**config.mk**
```make
export PLATFORM = sky130hd
export DESIGN_NAME = sdc_ctrl
export DESIGN_NICKNAME = d
export VERILOG_FILES = /design/src/core/sdc_pkg.sv /design/src/core/sdc_width_decode.sv /design/src/core/sdc_cmd_out.sv /design/src/core/sdc_ctrl.sv
export VERILOG_INCLUDE_DIRS = /design/src /design/src/core
export SDC_FILE = /design/constraint.sdc
export NUM_CORES = 1
export LEC_CHECK = 0
export ABC_CLOCK_PERIOD_IN_PS = 2100
export BUFFER_PORTS_ARGS = -buffer_cell sky130_fd_sc_hd__clkbuf_2
export CORE_MARGIN = 8
export CORE_UTILIZATION = 40
export CTS_CLUSTER_SIZE = 25
export DETAILED_ROUTE_END_ITERATION = 16
export SLEW_MARGIN = 20
export SYNTH_ARGS = -nofsm -noshare
export SYNTH_HDL_FRONTEND = slang
export SYNTH_SLANG_ARGS = --single-unit
```
**constraint.sdc**
```tcl
create_clock -name i_clk -period 2.1 [get_ports i_clk]
set_input_delay 0.21 -clock i_clk [delete_from_list [all_inputs] [get_ports i_clk]]
set_output_delay 0.21 -clock i_clk [all_outputs]
set_load 0.01 [all_outputs]
```
**src/core/sdc_regs.svh**
```systemverilog
// register map, field positions and reset values of the sdram control block
// assumes a 32-bit apb with full byte addresses on paddr
`ifndef SDC_REGS_SVH
`define SDC_REGS_SVH

`define SDC_CTRL_ADDR 32'h1301_0080
`define SDC_RTCS_ADDR 32'h1301_0084
`define SDC_REFRESH_COUNTER_ADDR 32'h1301_0088
`define SDC_REFRESH_CONSTANT_ADDR 32'h1301_008c
`define SDC_BANK_ADDR 32'h1301_0090
`define SDC_MODE_BASE 32'h1301_a000
`define SDC_MODE_MASK 32'hffff_fc00

`define SDC_CTRL_RST 32'h0000_0000
`define SDC_BANK_RST 32'h0000_20f8
`define SDC_HALF_RST 16'h0000
`define SDC_CTRL_WMASK 32'h9fbe_ff7f

`define SDC_F_BUS16 31
`define SDC_F_COL_HI 28
`define SDC_F_COL_LO 26
`define SDC_F_RTYPE 25
`define SDC_F_RFEN 24
`define SDC_F_MODESEL 23
`define SDC_F_ROW_HI 21
`define SDC_F_ROW_LO 20
`define SDC_F_BANK 19
`define SDC_F_APD 18
`define SDC_F_CKE 17

`define SDC_MODE_W 10

`endif

```
**src/core/sdc_pkg.sv**
```systemverilog
// types shared by the sdram control block
// no dependencies
package sdc_pkg;

   typedef enum logic [2:0]
   {
      SDC_CMD_NOP = 3'h0,
      SDC_CMD_PALL = 3'h1,
      SDC_CMD_MRS = 3'h2,
      SDC_CMD_PDEN = 3'h3,
      SDC_CMD_PDEX = 3'h4
   } sdc_cmd_e_t;

   // gray codes along active -> auto power-down and active -> sw power-down
   typedef enum logic [1:0]
   {
      SDC_ST_ACTIVE = 2'h0,
      SDC_ST_AUTO_PD = 2'h1,
      SDC_ST_SW_PD = 2'h2
   } sdc_state_t;

   typedef struct packed
   {
      logic psel;
      logic penable;
      logic pwrite;
      logic [31:0] paddr;
      logic [31:0] pwdata;
   } sdc_apb_req_t;

   typedef struct packed
   {
      sdc_cmd_e_t cmd;
      logic [9:0] addr;
   } sdc_cmd_t;

endpackage : sdc_pkg

```
**src/core/sdc_width_decode.sv**
```systemverilog
// registered decode of the geometry and refresh fields of the control word
// assumes i_ctrl comes from a flip-flop on the same clock
`timescale 1ns/1ps
`default_nettype none
`include "sdc_regs.svh"
module sdc_width_decode
(
   // clock, reset, enable
   input wire logic i_clk,
   input wire logic i_srst,
   input wire logic i_ce,
   // control word
   input wire logic [31:0] i_ctrl,
   // decoded geometry
   output logic o_bus16,
   output logic [3:0] o_col_bits,
   output logic [3:0] o_row_bits,
   output logic [1:0] o_bank_bits,
   output logic o_refresh_en,
   output logic o_self_refresh,
   output logic o_cfg_reserved
);
   logic [2:0] col;
   logic [1:0] row;
   logic [12:0] dec_next;
   logic [12:0] dec_reg;

   always_comb
   begin
      col = i_ctrl[`SDC_F_COL_HI:`SDC_F_COL_LO];
      row = i_ctrl[`SDC_F_ROW_HI:`SDC_F_ROW_LO];
      dec_next[0] = i_ctrl[`SDC_F_BUS16];
      // reserved codes report zero width and raise the flag
      dec_next[4:1] = (col > 3'h4) ? 4'h0 : 4'h8 + {1'b0, col};
      dec_next[8:5] = (row == 2'h3) ? 4'h0 : 4'hb + {2'h0, row};
      dec_next[10:9] = i_ctrl[`SDC_F_BANK] ? 2'h2 : 2'h1;
      dec_next[11] = i_ctrl[`SDC_F_RFEN];
      dec_next[12] = i_ctrl[`SDC_F_RTYPE];
   end

   always_ff @(posedge i_clk)
   begin
      if (i_srst)
         dec_reg <= 13'h0370;
      else if (i_ce)
         dec_reg <= dec_next;
   end

   always_ff @(posedge i_clk)
   begin
      if (i_srst)
         o_cfg_reserved <= 1'b0;
      else if (i_ce)
         o_cfg_reserved <= (dec_next[4:1] == 4'h0) || (dec_next[8:5] == 4'h0);
   end

   assign o_bus16 = dec_reg[0];
   assign o_col_bits = dec_reg[4:1];
   assign o_row_bits = dec_reg[8:5];
   assign o_bank_bits = dec_reg[10:9];
   assign o_refresh_en = dec_reg[11];
   assign o_self_refresh = dec_reg[12];
endmodule : sdc_width_decode
`default_nettype wire

```
**src/core/sdc_cmd_out.sv**
```systemverilog
// output register for sdram commands and the mode value on the address bus
// assumes i_valid is a one-cycle request on the same clock
`timescale 1ns/1ps
`default_nettype none
module sdc_cmd_out
(
   // clock, reset, enable
   input wire logic i_clk,
   input wire logic i_srst,
   input wire logic i_ce,
   // request
   input wire logic i_valid,
   input wire sdc_pkg::sdc_cmd_t i_cmd,
   // to the pins
   output sdc_pkg::sdc_cmd_t o_cmd
);
   sdc_pkg::sdc_cmd_t cmd_next;

   // address is held after the command so the pins do not toggle needlessly
   always_comb
   begin
      cmd_next.cmd = sdc_pkg::SDC_CMD_NOP;
      cmd_next.addr = o_cmd.addr;
      if (i_valid)
         cmd_next = i_cmd;
   end

   always_ff @(posedge i_clk)
   begin
      if (i_srst)
         o_cmd <= '{sdc_pkg::SDC_CMD_NOP, 10'h000};
      else if (i_ce)
         o_cmd <= cmd_next;
   end
endmodule : sdc_cmd_out
`default_nettype wire

```
**src/core/sdc_ctrl.sv**
```systemverilog
// sdram control and configuration block: apb register file, mode writes,
// clock-enable and power-down control
// assumes access/refresh busy levels come from the memory engine on i_clk
//
// Overview of operation
// - any reset clears control register to zero
// - bit 31 picks 32-bit or 16-bit bus
// - bits 28:26 give column width 8..12
// - reserved bits 30:29, 22 read zero
// - bit 25 refresh type, bit 24 enable
// - mode write issues precharge-all or mode-set
// - bits 21:20 give row width 11..13
// - bit 19 selects two or four banks
// - bit 18 powers down and stops idle clock while bit 17 is set
// - bit 17 drives clock enable; clear powers down when the external clock output is enabled
// - after software power-down only exit is allowed
// - mode register is write-only, reads unsupported
// - mode value is the written address offset
// - setting bit 17 issues power-down exit
//
// Design decision made here: the APB slave port.
`timescale 1ns/1ps
`default_nettype none
`include "sdc_regs.svh"
module sdc_ctrl
(
   // clock, reset, enable
   input wire logic i_clk,
   input wire logic i_srst,
   input wire logic i_ce,
   // apb slave
   input wire sdc_pkg::sdc_apb_req_t i_apb,
   output logic o_pready,
   output logic [31:0] o_prdata,
   output logic o_pslverr,
   // memory engine and clock unit
   input wire logic i_access_busy,
   input wire logic i_refresh_busy,
   input wire logic i_ext_clock_out_enable,
   // sdram side
   output sdc_pkg::sdc_cmd_t o_cmd,
   output logic o_cke,
   output logic o_cko_run,
   // decoded configuration
   output logic o_bus16,
   output logic [3:0] o_col_bits,
   output logic [3:0] o_row_bits,
   output logic [1:0] o_bank_bits,
   output logic o_refresh_en,
   output logic o_self_refresh,
   output logic o_cfg_reserved
);
   logic [31:0] ctrl_reg;
   logic [31:0] ctrl_next;
   logic [15:0] rtcs_reg;
   logic [15:0] rtcs_next;
   logic [15:0] refresh_counter_reg;
   logic [15:0] refresh_counter_next;
   logic [15:0] refresh_constant_reg;
   logic [15:0] refresh_constant_next;
   logic [31:0] bank_reg;
   logic [31:0] bank_next;
   logic pready_next;
   logic [31:0] prdata_next;
   logic pslverr_next;
   sdc_pkg::sdc_state_t st_reg;
   sdc_pkg::sdc_state_t st_next;
   logic cke_next;
   logic cko_next;
   logic cmd_valid;
   sdc_pkg::sdc_cmd_t cmd_req;
   logic setup;
   logic wr;
   logic mode_hit;
   logic mapped;
   logic busy;

   always_comb
   begin
      setup = i_apb.psel && !i_apb.penable;
      wr = i_apb.psel && i_apb.penable && o_pready && i_apb.pwrite && !o_pslverr;
      mode_hit = (i_apb.paddr & `SDC_MODE_MASK) == `SDC_MODE_BASE;
      busy = i_access_busy || i_refresh_busy;
      mapped = mode_hit;
      case (i_apb.paddr)
         `SDC_CTRL_ADDR, `SDC_RTCS_ADDR, `SDC_REFRESH_COUNTER_ADDR,
         `SDC_REFRESH_CONSTANT_ADDR, `SDC_BANK_ADDR:
            mapped = 1'b1;
         default:
            mapped = mode_hit;
      endcase
   end

   // apb answer: registered one cycle after setup, so access is one cycle
   always_comb
   begin
      pready_next = setup;
      pslverr_next = setup && (!mapped || (mode_hit && !i_apb.pwrite));
      prdata_next = 32'h0000_0000;
      if (setup && !i_apb.pwrite)
      begin
         case (i_apb.paddr)
            `SDC_CTRL_ADDR:
               prdata_next = ctrl_reg & `SDC_CTRL_WMASK;
            `SDC_RTCS_ADDR:
               prdata_next = {16'h0000, rtcs_reg};
            `SDC_REFRESH_COUNTER_ADDR:
               prdata_next = {16'h0000, refresh_counter_reg};
            `SDC_REFRESH_CONSTANT_ADDR:
               prdata_next = {16'h0000, refresh_constant_reg};
            `SDC_BANK_ADDR:
               prdata_next = bank_reg;
            default:
               prdata_next = 32'h0000_0000;
         endcase
      end
   end

   always_ff @(posedge i_clk)
   begin
      if (i_srst)
      begin
         o_pready <= 1'b0;
         o_pslverr <= 1'b0;
         o_prdata <= 32'h0000_0000;
      end
      else if (i_ce)
      begin
         o_pready <= pready_next;
         o_pslverr <= pslverr_next;
         o_prdata <= prdata_next;
      end
   end

   // register writes, power state and sdram commands
   always_comb
   begin
      ctrl_next = ctrl_reg;
      rtcs_next = rtcs_reg;
      refresh_counter_next = refresh_counter_reg;
      refresh_constant_next = refresh_constant_reg;
      bank_next = bank_reg;
      st_next = st_reg;
      cmd_valid = 1'b0;
      // power commands keep the last mode value on the address pins
      cmd_req = '{sdc_pkg::SDC_CMD_NOP, o_cmd.addr};
      if (wr)
      begin
         case (i_apb.paddr)
            `SDC_CTRL_ADDR:
               ctrl_next = i_apb.pwdata & `SDC_CTRL_WMASK;
            `SDC_RTCS_ADDR:
               rtcs_next = i_apb.pwdata[15:0];
            `SDC_REFRESH_COUNTER_ADDR:
               refresh_counter_next = i_apb.pwdata[15:0];
            `SDC_REFRESH_CONSTANT_ADDR:
               refresh_constant_next = i_apb.pwdata[15:0];
            `SDC_BANK_ADDR:
               bank_next = i_apb.pwdata;
            default:
               bank_next = bank_reg;
         endcase
      end
      // a mode write while powered down by software is dropped, not queued
      if (wr && mode_hit && st_reg != sdc_pkg::SDC_ST_SW_PD)
      begin
         cmd_valid = 1'b1;
         cmd_req.cmd = ctrl_reg[`SDC_F_MODESEL] ? sdc_pkg::SDC_CMD_MRS : sdc_pkg::SDC_CMD_PALL;
         cmd_req.addr = i_apb.paddr[`SDC_MODE_W-1:0];
      end
      if (ctrl_reg[`SDC_F_CKE] && !ctrl_next[`SDC_F_CKE] && i_ext_clock_out_enable)
      begin
         cmd_valid = 1'b1;
         cmd_req.cmd = sdc_pkg::SDC_CMD_PDEN;
         st_next = sdc_pkg::SDC_ST_SW_PD;
      end
      else if (!ctrl_reg[`SDC_F_CKE] && ctrl_next[`SDC_F_CKE])
      begin
         cmd_valid = 1'b1;
         cmd_req.cmd = sdc_pkg::SDC_CMD_PDEX;
         st_next = sdc_pkg::SDC_ST_ACTIVE;
      end
      else
      begin
         case (st_reg)
            sdc_pkg::SDC_ST_ACTIVE:
               if (ctrl_reg[`SDC_F_APD] && ctrl_reg[`SDC_F_CKE] && !busy)
                  st_next = sdc_pkg::SDC_ST_AUTO_PD;
            sdc_pkg::SDC_ST_AUTO_PD:
               if (busy || !ctrl_reg[`SDC_F_APD] || !ctrl_reg[`SDC_F_CKE])
                  st_next = sdc_pkg::SDC_ST_ACTIVE;
            sdc_pkg::SDC_ST_SW_PD:
               st_next = sdc_pkg::SDC_ST_SW_PD;
            default:
               st_next = sdc_pkg::SDC_ST_ACTIVE;
         endcase
      end
      cke_next = ctrl_next[`SDC_F_CKE] && st_next == sdc_pkg::SDC_ST_ACTIVE;
      cko_next = st_next != sdc_pkg::SDC_ST_AUTO_PD;
   end

   always_ff @(posedge i_clk)
   begin
      if (i_srst)
      begin
         ctrl_reg <= `SDC_CTRL_RST;
         rtcs_reg <= `SDC_HALF_RST;
         refresh_counter_reg <= `SDC_HALF_RST;
         refresh_constant_reg <= `SDC_HALF_RST;
         bank_reg <= `SDC_BANK_RST;
         st_reg <= sdc_pkg::SDC_ST_ACTIVE;
         o_cke <= 1'b0;
         o_cko_run <= 1'b1;
      end
      else if (i_ce)
      begin
         ctrl_reg <= ctrl_next;
         rtcs_reg <= rtcs_next;
         refresh_counter_reg <= refresh_counter_next;
         refresh_constant_reg <= refresh_constant_next;
         bank_reg <= bank_next;
         st_reg <= st_next;
         o_cke <= cke_next;
         o_cko_run <= cko_next;
      end
   end

   sdc_cmd_out u_cmd_out
   (
      .i_clk(i_clk),
      .i_srst(i_srst),
      .i_ce(i_ce),
      .i_valid(cmd_valid),
      .i_cmd(cmd_req),
      .o_cmd(o_cmd)
   );

   sdc_width_decode u_decode
   (
      .i_clk(i_clk),
      .i_srst(i_srst),
      .i_ce(i_ce),
      .i_ctrl(ctrl_reg),
      .o_bus16(o_bus16),
      .o_col_bits(o_col_bits),
      .o_row_bits(o_row_bits),
      .o_bank_bits(o_bank_bits),
      .o_refresh_en(o_refresh_en),
      .o_self_refresh(o_self_refresh),
      .o_cfg_reserved(o_cfg_reserved)
   );
endmodule : sdc_ctrl
`default_nettype wire

```
==> results.md <==
Setup path:
- The data arrival time of the worst path is 2.29 ns.
- Along the worst path, the maximum fanout reaches 27.
- The setup path with the least slack is of type reg -> reg.
- The worst setup path is launched from a register.
- The endpoint class of the critical path is a register.
- The worst reg2reg path endpoint is ctrl_reg[13].
- The reg-to-reg critical path startpoint is o_pready.
- The worst endpoint required time is 2.39 ns.
- The worst-case register-to-register setup slack is 0.10 ns.
- The worst register-to-register path has a depth of 5.

STA:
- The count of final hold-check violations was 0.
- The maximum clock frequency is 0.5004 GHz.
- At the pin with the least slew margin, the transition time is 0.7164 ns.
- The worst path uses 95.16% of the clock period.
- The number of setup violations in the final report is 0.
- The count of final max-slew check failures is 0.
- Setup repair after global routing left no endpoint under its margin.
- Between clock sinks in the finished design, the worst skew comes to 0.006596 ns.
- The max-slew headroom at the worst pin is 52.19%.
- The shortest clock period the worst path allows after layout is 1.998 ns.
- After routing, the total negative slack on setup checks comes to 0 ns.

Drt:
- Across all layers, the routed design uses 5960 vias.
- The number of detailed-routing iterations run before antenna repair is 4.
- The number of design rule violations left after detail routing is 0.
- The routed length per placed instance is 17.38 um.
- The wire length reported by the detailed router is 20210 um.
- The count of nets left with antenna violations once routing finished came out at 0.
- The number of DRC violations after detailed-routing iteration 0 is 364.
- Dividing the detail-routed via count by the number of cells gives 5.125.

Global routing:
- The initial antenna violation count came to 0.
- The maximum number of pins on one net before global-route repair is 64.
- The global-route wire length before repair is 32520 um.
- Across every metal layer, demand over resource in global routing totals 18.15%.
- Global routing finished with a remaining overflow of 0.
- The via count of the first global-routing pass is 5978.

Placed design:
- The HPWL after detailed placement is 13710 um.
- Summing all placed instances gives a cell area of 0.008297 mm2.
- The final estimated routing congestion in global placement is 0.7747.
- The count of buffers inserted at the top-level ports is 135.

Power and ir drop:
- VDD sags by at most 0.5583 mV.
- In this run the power density over the cells is 748.4 mW/mm2.
- The cell leakage power is 3.793 nW.

Clock tree:
- The CTS tree is yes.
- The CTS sink count is 172.
- The number of hold buffers added after cts is 4.
- The clock latency on the worst-skew pair is 0.43 ns.
- The clock tree synthesis step divided the H-tree into 4 levels.
- TritonCTS created 17 clock buffers.
- The maximum count of clock buffers along a single path is 2.
- The clock transition at the register clock pins on the worst setup and hold paths after CTS is 0.07 ns.
- The root buffer cell chosen for the clock tree is clkbuf_16.
- The post-CTS setup-driven buffer insertion count is 0.
- In this run, post-CTS repair resized a total of 0 instances.

Floorplanning:
- The width of the chip is 151.1 um.
- The area enclosed by the die boundary is 0.02283 mm2.
- The area inside the core boundary is 0.01796 mm2.
- In this run the core area contains 49 standard-cell rows.
- The number of top-level pins is 136.
- The initial utilization of the core area, before any placement, comes to 40.64%.
- The die is 151.1 um tall.

Yosys:
- Synthesis inferred 172 register bits.
- The netlist area before placement is 0.007300 mm2.
- The post-synthesis instance total is 786.
- The most used flip-flop cell after synthesis is dfxtp_1.
- Synthesis produced a netlist with a net count of 861.
- Dividing the synthesized area by the synthesized cell count gives 9.287 um2.
- The portion of the post-synthesis area used by sequential elements is 47.17%.
- Counting flops with an async set or reset pin after synthesis yields a share of 0%.
- Yosys printed 0 warnings.
- The number of synthesized flops with an enable pin is 0.
- Synthesis instantiated 50 different standard cells from the library.

Cells and area:
- After filler insertion, the fill cell instance count of the layout stands at 1731.
- In the final layout, flip-flops and latches occupy 0.003443 mm2.
- The relative area change from synthesis to final layout is 22.09%.
- The area occupied by multi-input gates is 0.003557 mm2.
- In the final layout, the share of cells above drive strength 1 is 26.55%.
- The post-layout instance area is 0.008912 mm2.
- The final antenna diode count is 0.
- The net total in the final layout is 996.

Min path:
- The startpoint of the lowest-slack hold path is i_apb[21].
- The hold-critical path endpoint is bank_reg[21].
- The hold path depth is 3.
- The type of the tightest min-delay check is in -> reg.

Run status:
- The flow ran to the end, and the final reports show no timing, DRC or antenna violations.

Run:
- Max-cap violations in this run came to 0.
per-stage QoR:
stage	setup slack [ns]	hold WS (ns)	cells	utilization (%)	total power (W)
2_1_floorplan	0.1597	0.3341	786	-	0.003502
3_3_place_gp	0.1352	0.4355	1127	46.19	0.003662
3_5_place_dp	0.08102	0.4406	1127	46.19	0.003661
4_1_cts	0.09002	0.005344	1163	49.61	0.006746
5_1_grt	0.008547	0.01656	1163	49.61	0.006909
6_report	0.1016	0.02384	1163	49.61	0.006670
synthesized netlist by cell type (2+ instances only):
cell	instances	area (um2)
o21ai_0	31	155.2
nand2_1	145	544.3
buf_4	3	22.52
buf_2	6	30.03
buf_1	2	7.510
a22o_1	2	17.52
nor4_2	4	50.05
a21oi_1	61	305.3
nand4_1	10	62.56
clkbuf_1	37	138.9
mux2i_1	62	620.6
mux2_2	32	360.4
nand2b_1	67	419.2
dfxtp_1	172	3443
nor2b_1	6	37.54
nor2_1	34	127.6
and3_1	3	18.77
ha_1	2	25.02
a311oi_1	4	35.03
and4_1	5	43.79
nand3_1	2	10.01
a21o_1	2	15.01
nor4_1	3	18.77
buf_6	8	90.09
inv_1	4	15.01
nand3b_1	8	60.06
a22oi_1	47	352.8
a211o_1	2	17.52
layer usage:
layer  share of wire, %  GRT usage (%)  vias to the layer above  wire length (um)
met5                  0              0                        -                 0
met4                1.5          5.938                        0               301
met3                5.0          4.452                       22              1006
met2                 48          29.80                      124              9720
met1                 45          22.92                     2803              9180
li1                   -              -                     3011                 -
where the power goes:
group / internal (W) / total [W] / switching, W
registers: 0.00327 / 0.00327 / 0.00000447
clock network: 0.00176 / 0.00308 / 0.00132
logic: 0.000130 / 0.000319 / 0.000189
logic make-up (layout without fill, tap and decap cells):
group           after synthesis  in the layout  synth area share (%)
mux                          94             94                 13.44
simple gates                302            302                 21.87
flops                       172            172                 47.17
fa+ha+maj                     2              2                0.3428
buf+inv                      61            209                 4.251
compound gates              155            155                 12.92
layout make-up:
| type | count | area share (%) |
|---|---|---|
| Clock buffer | 19 | 4.858 |
| Tap cell | 229 | 3.215 |
| Clock inverter | 13 | 1.600 |
| Inverter | 5 | 0.2387 |
| Sequential cell | 172 | 38.64 |
| Multi-Input combinational cell | 553 | 39.91 |
| Timing Repair Buffer | 172 | 11.54 |
critical path, stage by stage, from the launching register on:
cell and delay [ns]:
dfxtp_1 0.35, nand4_1 0.14, or3_4 0.40, or4_4 0.74, nand2_1 0.15, a21oi_1 0.07
how the worst max path moves through the flow:
stage,endpoint,depth (start not counted),from
final,ctrl_reg[13],5,o_pready
after global routing,ctrl_reg[26],5,o_pready
after CTS,ctrl_reg[13],5,o_pready
after detailed placement,ctrl_reg[13],6,i_apb[43]
after global placement,ctrl_reg[9],7,i_apb[32]
after floorplan,ctrl_reg[10],7,o_pready
layout by cell type, fill, tap and decap left out, types with 2 or more instances in the layout:
| cell | n |
|---|---|
| a211o_1 | 2 |
| a21o_1 | 2 |
| a21oi_1 | 61 |
| a22o_1 | 2 |
| a22oi_1 | 47 |
| a311oi_1 | 4 |
| and3_1 | 3 |
| and4_1 | 5 |
| buf_12 | 5 |
| buf_4 | 29 |
| bufinv_16 | 2 |
| clkbuf_1 | 2 |
| clkbuf_16 | 17 |
| clkbuf_2 | 134 |
| clkinv_2 | 2 |
| clkinv_4 | 2 |
| clkinvlp_4 | 5 |
| dfxtp_1 | 172 |
| dlygate4sd3_1 | 4 |
| ha_1 | 2 |
| inv_1 | 4 |
| inv_6 | 2 |
| mux2_2 | 32 |
| mux2i_1 | 62 |
| nand2_1 | 145 |
| nand2b_1 | 67 |
| nand3_1 | 2 |
| nand3b_1 | 8 |
| nand4_1 | 10 |
| nor2_1 | 33 |
| nor2b_1 | 6 |
| nor4_1 | 3 |
| nor4_2 | 3 |
| nor4_4 | 2 |
| o21ai_0 | 31 |
Note: power is estimated with default switching activity, not from simulation.
